--- src/power_control_pkg.sv ---
// Constants and types for the power management control register block
package power_control_pkg;

	localparam logic [7:0]  CTL_OFFSET    = 8'h00;
	localparam logic [7:0]  STATUS_OFFSET = 8'h08;
	localparam logic [31:0] CTL_RESET     = 32'h0000_4000;

	localparam int VS_HI     = 15;
	localparam int VS_LO     = 14;
	localparam int BKP_BIT   = 8;
	localparam int THR_HI    = 7;
	localparam int THR_LO    = 5;
	localparam int LOW_VOLTAGE_DETECT_ENABLE_BIT = 4;
	localparam int STBCLR_BIT = 3;
	localparam int WUCLR_BIT = 2;
	localparam int STBSEL_BIT = 1;
	localparam int LP_BIT    = 0;

	localparam int ST_DEEP_BIT  = 0;
	localparam int ST_STBY_BIT  = 1;
	localparam int ST_RLP_BIT   = 2;
	localparam int ST_SFLAG_BIT = 3;

	// Thresholds in units of 10 mV, index is the threshold code
	localparam logic [8:0] THR_MV10 [8] = '{
		9'h0D2, 9'h0E6, 9'h0F0, 9'h104,
		9'h10E, 9'h122, 9'h12C, 9'h136
	};

	typedef enum logic [2:0] {
		ST_RUN  = 3'b001,
		ST_DEEP = 3'b010,
		ST_STBY = 3'b100
	} pmu_state_type;

endpackage

--- src/power_control.sv ---
// Power management control register with sleep mode selection
//
// Our own choice: strobed register access.
module power_control (
	// Clock and reset
	input  wire logic        clk_sys,
	input  wire logic        rst_n,
	// Register bus
	input  wire logic [7:0]  bus_addr,
	input  wire logic [31:0] bus_wdata,
	input  wire logic        bus_half,
	input  wire logic        bus_wr,
	input  wire logic        bus_rd,
	output wire logic [31:0] bus_rdata,
	// Power events
	input  wire logic        core_deep_sleep_request,
	input  wire logic        standby_wakeup,
	input  wire logic        osc_periph_active,
	input  wire logic        detector_lock,
	// Controls
	output wire logic        regulator_high,
	output wire logic        regulator_lp_on,
	output wire logic        backup_write_grant,
	output wire logic        lvd_enable,
	output wire logic [8:0]  lvd_threshold,
	output wire logic        standby_flag_clear,
	output wire logic        wakeup_flag_clear,
	output wire logic        deep_sleep_active,
	output wire logic        standby_active,
	output wire logic        standby_flag
);

	localparam logic [31:0] RST = power_control_pkg::CTL_RESET;

	// Field registers
	logic [1:0]  vs_ff;
	logic        bkp_ff;
	logic [2:0]  thr_ff;
	logic        low_voltage_detect_enable_ff;
	logic        stbsel_ff;
	logic        lp_ff;
	logic [1:0]  nxt_vs;
	logic        nxt_bkp;
	logic [2:0]  nxt_thr;
	logic        nxt_low_voltage_detect_enable;
	logic        nxt_stbsel;
	logic        nxt_lp;

	// Output registers
	logic [31:0] rdata_ff;
	logic [31:0] nxt_rdata;
	logic        reg_high_ff;
	logic        reg_lp_ff;
	logic        nxt_reg_lp;
	logic        bkp_grant_ff;
	logic        lvd_en_ff;
	logic [8:0]  lvd_thr_ff;
	logic        stb_clr_ff;
	logic        wu_clr_ff;
	logic        sflag_ff;
	logic        nxt_sflag;

	power_control_pkg::pmu_state_type state_ff;
	power_control_pkg::pmu_state_type nxt_state;

	// Address decode and lanes
	wire        hit_ctl;
	wire        hit_status;
	wire        lo_lane;
	wire        ctl_wr;
	wire        clr_stb;
	wire        clr_wu;
	wire        lvd_wr;
	wire [31:0] ctl_word;
	wire [31:0] status_word;
	wire [8:0]  thr_level;
	wire        enter_stby;

	assign hit_ctl    = bus_addr[7:2] == power_control_pkg::CTL_OFFSET[7:2];
	assign hit_status = bus_addr[7:2] == power_control_pkg::STATUS_OFFSET[7:2];
	// A half write to the upper half only touches reserved bits
	assign lo_lane    = !bus_half || !bus_addr[1];
	assign ctl_wr     = bus_wr && hit_ctl && lo_lane;
	assign clr_stb    = ctl_wr && bus_wdata[power_control_pkg::STBCLR_BIT];
	assign clr_wu     = ctl_wr && bus_wdata[power_control_pkg::WUCLR_BIT];
	assign lvd_wr     = ctl_wr && !detector_lock;

	// Clear bits and reserved bits read as zero
	assign ctl_word = {16'h0000, vs_ff, 5'h00, bkp_ff, thr_ff,
		low_voltage_detect_enable_ff, 2'h0, stbsel_ff, lp_ff};
	assign status_word = {28'h0000000, sflag_ff, reg_lp_ff,
		state_ff == power_control_pkg::ST_STBY,
		state_ff == power_control_pkg::ST_DEEP};

	assign enter_stby = state_ff == power_control_pkg::ST_RUN &&
		core_deep_sleep_request && stbsel_ff;

	lvd_threshold_decode u_thr (
		.code  (thr_ff),
		.level (thr_level)
	);

	// Next field values
	always_comb begin
		nxt_vs     = vs_ff;
		nxt_bkp    = bkp_ff;
		nxt_thr    = thr_ff;
		nxt_low_voltage_detect_enable  = low_voltage_detect_enable_ff;
		nxt_stbsel = stbsel_ff;
		nxt_lp     = lp_ff;
		if (standby_wakeup) begin
			nxt_vs     = RST[power_control_pkg::VS_HI:power_control_pkg::VS_LO];
			nxt_bkp    = RST[power_control_pkg::BKP_BIT];
			nxt_thr    = RST[power_control_pkg::THR_HI:power_control_pkg::THR_LO];
			nxt_low_voltage_detect_enable  = RST[power_control_pkg::LOW_VOLTAGE_DETECT_ENABLE_BIT];
			nxt_stbsel = RST[power_control_pkg::STBSEL_BIT];
			nxt_lp     = RST[power_control_pkg::LP_BIT];
		end else if (ctl_wr) begin
			nxt_vs     = bus_wdata[power_control_pkg::VS_HI:power_control_pkg::VS_LO];
			nxt_bkp    = bus_wdata[power_control_pkg::BKP_BIT];
			nxt_stbsel = bus_wdata[power_control_pkg::STBSEL_BIT];
			nxt_lp     = bus_wdata[power_control_pkg::LP_BIT];
			if (lvd_wr) begin
				nxt_thr   = bus_wdata[power_control_pkg::THR_HI:power_control_pkg::THR_LO];
				nxt_low_voltage_detect_enable = bus_wdata[power_control_pkg::LOW_VOLTAGE_DETECT_ENABLE_BIT];
			end
		end
	end

	// Read data stands only in the cycle after the strobe
	always_comb begin
		nxt_rdata = 32'h0000_0000;
		if (bus_rd && hit_ctl) begin
			nxt_rdata = ctl_word;
		end else if (bus_rd && hit_status) begin
			nxt_rdata = status_word;
		end
	end

	// Sleep mode sequencing
	always_comb begin
		nxt_state = state_ff;
		unique case (state_ff)
			power_control_pkg::ST_RUN: begin
				if (core_deep_sleep_request) begin
					nxt_state = stbsel_ff ? power_control_pkg::ST_STBY
						: power_control_pkg::ST_DEEP;
				end
			end
			power_control_pkg::ST_DEEP: begin
				if (!core_deep_sleep_request) begin
					nxt_state = power_control_pkg::ST_RUN;
				end
			end
			power_control_pkg::ST_STBY: begin
				if (standby_wakeup) begin
					nxt_state = power_control_pkg::ST_RUN;
				end
			end
			default: begin
				nxt_state = power_control_pkg::ST_RUN;
			end
		endcase
	end

	// Oscillator users keep the regulator out of low power
	assign nxt_reg_lp = nxt_state == power_control_pkg::ST_DEEP &&
		lp_ff && !osc_periph_active;

	// Entry to standby wins over a clear in the same cycle
	assign nxt_sflag = enter_stby || (sflag_ff && !clr_stb);

	always_ff @(posedge clk_sys or negedge rst_n) begin
		if (!rst_n) begin
			vs_ff     <= RST[power_control_pkg::VS_HI:power_control_pkg::VS_LO];
			bkp_ff    <= RST[power_control_pkg::BKP_BIT];
			thr_ff    <= RST[power_control_pkg::THR_HI:power_control_pkg::THR_LO];
			low_voltage_detect_enable_ff  <= RST[power_control_pkg::LOW_VOLTAGE_DETECT_ENABLE_BIT];
			stbsel_ff <= RST[power_control_pkg::STBSEL_BIT];
			lp_ff     <= RST[power_control_pkg::LP_BIT];
		end else begin
			vs_ff     <= nxt_vs;
			bkp_ff    <= nxt_bkp;
			thr_ff    <= nxt_thr;
			low_voltage_detect_enable_ff  <= nxt_low_voltage_detect_enable;
			stbsel_ff <= nxt_stbsel;
			lp_ff     <= nxt_lp;
		end
	end

	always_ff @(posedge clk_sys or negedge rst_n) begin
		if (!rst_n) begin
			state_ff <= power_control_pkg::ST_RUN;
			sflag_ff <= 1'b0;
			reg_lp_ff <= 1'b0;
		end else begin
			state_ff <= nxt_state;
			sflag_ff <= nxt_sflag;
			reg_lp_ff <= nxt_reg_lp;
		end
	end

	always_ff @(posedge clk_sys or negedge rst_n) begin
		if (!rst_n) begin
			rdata_ff     <= 32'h0000_0000;
			reg_high_ff  <= 1'b1;
			bkp_grant_ff <= 1'b0;
			lvd_en_ff    <= 1'b0;
			lvd_thr_ff   <= power_control_pkg::THR_MV10[0];
			stb_clr_ff   <= 1'b0;
			wu_clr_ff    <= 1'b0;
		end else begin
			rdata_ff     <= nxt_rdata;
			reg_high_ff  <= !vs_ff[1];
			bkp_grant_ff <= bkp_ff;
			lvd_en_ff    <= low_voltage_detect_enable_ff && !standby_active;
			lvd_thr_ff   <= thr_level;
			stb_clr_ff   <= clr_stb;
			wu_clr_ff    <= clr_wu;
		end
	end

	assign bus_rdata          = rdata_ff;
	assign regulator_high     = reg_high_ff;
	assign regulator_lp_on    = reg_lp_ff;
	assign backup_write_grant = bkp_grant_ff;
	assign lvd_enable         = lvd_en_ff;
	assign lvd_threshold      = lvd_thr_ff;
	assign standby_flag_clear = stb_clr_ff;
	assign wakeup_flag_clear  = wu_clr_ff;
	// One-hot state bits drive the mode outputs straight from the register
	assign deep_sleep_active  = state_ff[1];
	assign standby_active     = state_ff[2];
	assign standby_flag       = sflag_ff;
endmodule // power_control

--- src/lvd_threshold_decode.sv ---
// Low-voltage detector threshold code to level decoder
module lvd_threshold_decode (
	// Threshold code
	input  wire logic [2:0] code,
	// Threshold level in 10 mV units
	output wire logic [8:0] level
);

	assign level = power_control_pkg::THR_MV10[code];

endmodule // lvd_threshold_decode

--- config.mk ---
export PLATFORM = sky130hd
export DESIGN_NAME = power_control
export DESIGN_NICKNAME = d
export VERILOG_FILES = /design/src/power_control_pkg.sv /design/src/power_control.sv /design/src/lvd_threshold_decode.sv
export SDC_FILE = /design/constraint.sdc
export NUM_CORES = 1
export LEC_CHECK = 0
export CAP_MARGIN = 25
export CORE_UTILIZATION = 25
export DETAILED_ROUTE_END_ITERATION = 10
export DONT_BUFFER_PORTS = 1
export SYNTH_ARGS = -nofsm -noshare
export SYNTH_HDL_FRONTEND = slang
export SYNTH_SLANG_ARGS = --single-unit
--- constraint.sdc ---
create_clock -name clk_sys -period 1.2 [get_ports clk_sys]
set_input_delay 0.06 -clock clk_sys [delete_from_list [all_inputs] [get_ports clk_sys]]
set_output_delay 0.06 -clock clk_sys [all_outputs]
set_load 0.02 [all_outputs]
==> impl_results.md <==
* Clock Path Buffers at 2
* Xor and xnor fraction of the mapped netlist area at less than 1%
* Sequential power share at roughly 53%
* Tcrit/Tclk final at between 90% and 100%
* Crit path time final at 1140 ps
* Final setup viols at 0
* Layout fillers at about 680
* Overall routing resource usage at approximately a tenth
* Detailed-route via count at ~1100
* Cell variety after synth at 32
* DP HPWL at 2320 µm
* Synth Area in Adders at under 10%
* Die footprint at 7360 µm²
* Clock Skew at ~11 ps
* Final wirelength at ~3400 µm
* Placer congestion estimate at 0.681
* Worst Setup Path Type: input pin to register
* Synth Area in Simple Gates at 18.5%
* DR WL/cell at approximately 12 µm
* Post-synth ARST share at between 90% and 100%
* DR top layer: met4
* Sink Count at 37
* Final TNS setup at 0 ps
* Max cap viols at 0
* Largest area contributor in the netlist: dfrtp_1
* Die Ht at about 86 µm
* Violated checks: negative hold slack
* Post-Layout Cell Count at about 280
* Synth Flop Type: dfrtp_1
* Setup crit end kind: register
* Post-DP Area at 1830 µm²
* VDD IR max at 0.330 mV
* WL met3 at 219 µm
* Depth of the worst hold-timing path at 2
* Worst Hold Class: input pin to register
* EDFF count, synth at 0
* Mean Syn Cell Area at 11.8 µm²
* Antenna violations before repair at 0
* Share of cells above drive strength 1 at 18.4%
* DIE WIDTH at ~86 µm
* Initial Util at about a quarter
* Final hold violation count at 1
* Starting DRC count in detailed routing at 17
* CTS tree: built
* IO buf count at 0
* Mux share of post-synthesis cell area at roughly 8%
* # diodes at 0
* Reg2reg path depth at 3
* Largest family of logic cells by synthesized area: simple AND/OR/NAND/NOR gates
* Ys Warns at 0
* Area growth syn-to-layout at 25.0%
* Placed Instances at 246
* Mapped Area at ~1800 µm²
* Routed vias/inst at 3.85
* DRC at 0
* Highest clock rate at ~0.9 GHz
* Largest net degree at the start of global routing at 38
* Internal at 1880 µW
* Worst Path Arrival at ~1400 ps
* Pleak at 0.000982 µW
* Sequential share of the synthesized area at 53.2%
* Number of global-route vias before repair at 1051
* Num ports at 99
* Synth Register Bits at 37
* Combinational share of power at 11.7%
* Worst-path maximum fanout at 1
* Switching Share at 25.2%
* Reg clk slew, reported paths at 70 ps
* Final Max Slew Viols at 0
* Final Cell Area at between 2000 and 2500 µm²
* Routed Antenna Nets at 0
* Net switching power at 631 µW
* Overflow after GRT at 0
* Hold slack final at -24.3 ps
* Worst-Skew Late Latency at about 290 ps
* H-tree levels at 2
* Synth top area cells: dfrtp_1 (44%), buf_4 (9.8%), dfstp_2 (9.0%)
* Num CTS Buffers at 5
* RSZ-0062 raised after global routing: no
* Cells after Synth at 149
* Final core occ at between 30% and 40%
* CP Launch Type: input pin
* Status: finished with violations
* Clock root cell: clkbuf_8
* Clock share of power at a little over a third
* Core ar. at between 6000 and 7000 µm²
* Row cnt at 30
* Synth Area in Compound Gates at ~2.9%
* First-pass GRT wire length at between 5000 and 6000 µm
* CP required at 1410 ps
* DRT met1 WL at roughly 1400 µm
* Top-area cell type share of the netlist area at ~44%
* Nets at 238
* Met2 Wirelength at 1710 µm
* Drt first pass iters at 2
* Area of the multi-input gates at around 670 µm²
* Power density cells at 1140 nW/µm²
* Register Area at 935 µm²
-- routing by layer --
metal | vias up | track usage, %
met2 | 51 | 15.6
li1 | 511 | -
met1 | 515 | 10.9
met3 | 5 | 3.37
met4 | 0 | 4.55
met5 | - | 0
-- registers in the layout, summed over array words and instances (netlist names), 2 cells and up --
name,flops
bus_rdata,11
lvd_threshold,7
state_ff,3
thr_ff,3
vs_ff,2
-- cell families (layout without fill, tap and decap cells) --
kind of cell | count (synthesis) | count (layout)
DFF | 37 | 37
other | 1 | 22
AOI/OAI and AO/OA | 7 | 7
buffers and inverters | 36 | 51
adders and majority gates | 5 | 5
xor gates and xnor gates | 1 | 1
muxes | 14 | 14
and+or+nand+nor | 48 | 48
-- final timing paths --
| check | startpoint | endpoint | slack (ps) |
|---|---|---|---|
| worst max-delay path | bus_wdata[8] | bkp_ff$_DFFE_PN0P_ | 60 |
| worst min-delay path | bus_wdata[7] | thr_ff[2]$_DFFE_PN0P_ | -20 |
| worst max register to register | state_ff[1]$_DFF_PN0_ | regulator_lp_on$_DFF_PN0_ | 70 |
| worst min register to register | bkp_ff$_DFFE_PN0P_ | backup_write_grant$_DFF_PN0_ | 400 |
| max in group asynchronous | rst_n | lvd_threshold[4]$_DFF_PN1_ | 720 |
| min in group asynchronous | rst_n | vs_ff[1]$_DFFE_PN0P_ | 220 |
-- what timing repair did --
item                                   CTS  global route
gates resized for setup                  0             1
hold buffers                            22             3
endpoints found under the hold margin   56            10
setup endpoints to repair                0             3
buffers inserted                         0             4
-- power groups by stage --
stage                     logic [µW]  clock network, µW  registers [µW]
after floorplan                  224                  0            1340
after global placement           181                  0            1350
after detailed placement         184                  0            1350
after CTS                        270                919            1320
after global routing             325                969            1330
final                            293                889            1320
-- area by class of cell --
cell class              instances  share of cell area (%)
multi-input cells              97                    30.6
clock inverters                 1                   0.342
flip-flops and latches         37                    42.6
clock buffers                   7                    3.94
inverters                       8                    1.37
repair buffers                 35                    15.6
well taps                      96                    5.48
-- Yosys cell counts, types with 2 or more instances --
master and number:
or2_2 2, dfstp_2 6, nor2_1 5, buf_4 23, nor3b_1 2, nand2b_1 17
clkbuf_1 3, nor3_1 2, a21oi_1 2, mux2i_1 14, nor2b_1 3, inv_1 8
and3_1 2, dfrtp_1 31, and2_1 5, nor4_1 4, ha_1 5
-- stage by stage --
step           hold slack (ps)  power [µW]  setup WS, ps
3_3_place_gp              -234        1530          -100
2_1_floorplan             -236        1560          -148
3_5_place_dp              -234        1530          -127
4_1_cts                  -73.0        2510          22.7
6_report                 -24.3        2510          60.3
5_1_grt                   4.31        2620          10.4
-- critical path, cell delays in order --
cell,delay (ps)
dlygate4sd3_1,530
nand2b_1,50
dlygate4sd3_1,560
mux2i_1,140
-- cells in the final DEF (no fill, tap or decap), drive strengths merged --
| cell | instances |
|---|---|
| a21o | 1 |
| dlygate4sd3 | 22 |
| dfrtp | 31 |
| a21oi | 2 |
| o22ai | 1 |
| buf | 13 |
| a21bo | 1 |
| mux2i | 14 |
| or2 | 2 |
| nor2 | 5 |
| clkinvlp | 1 |
| nand4b | 1 |
| nor3 | 3 |
| and2 | 5 |
| nor4b | 1 |
| nor4 | 5 |
| nor3b | 2 |
| ha | 5 |
| o21a | 1 |
| inv | 8 |
| conb | 22 |
| nand2b | 17 |
| and3 | 2 |
| clkbuf | 7 |
| o22a | 1 |
| nor2b | 3 |
| xnor2 | 1 |
| or3b | 1 |
| dfstp | 6 |
| or4 | 1 |
Power figures use the tool's default switching activity.
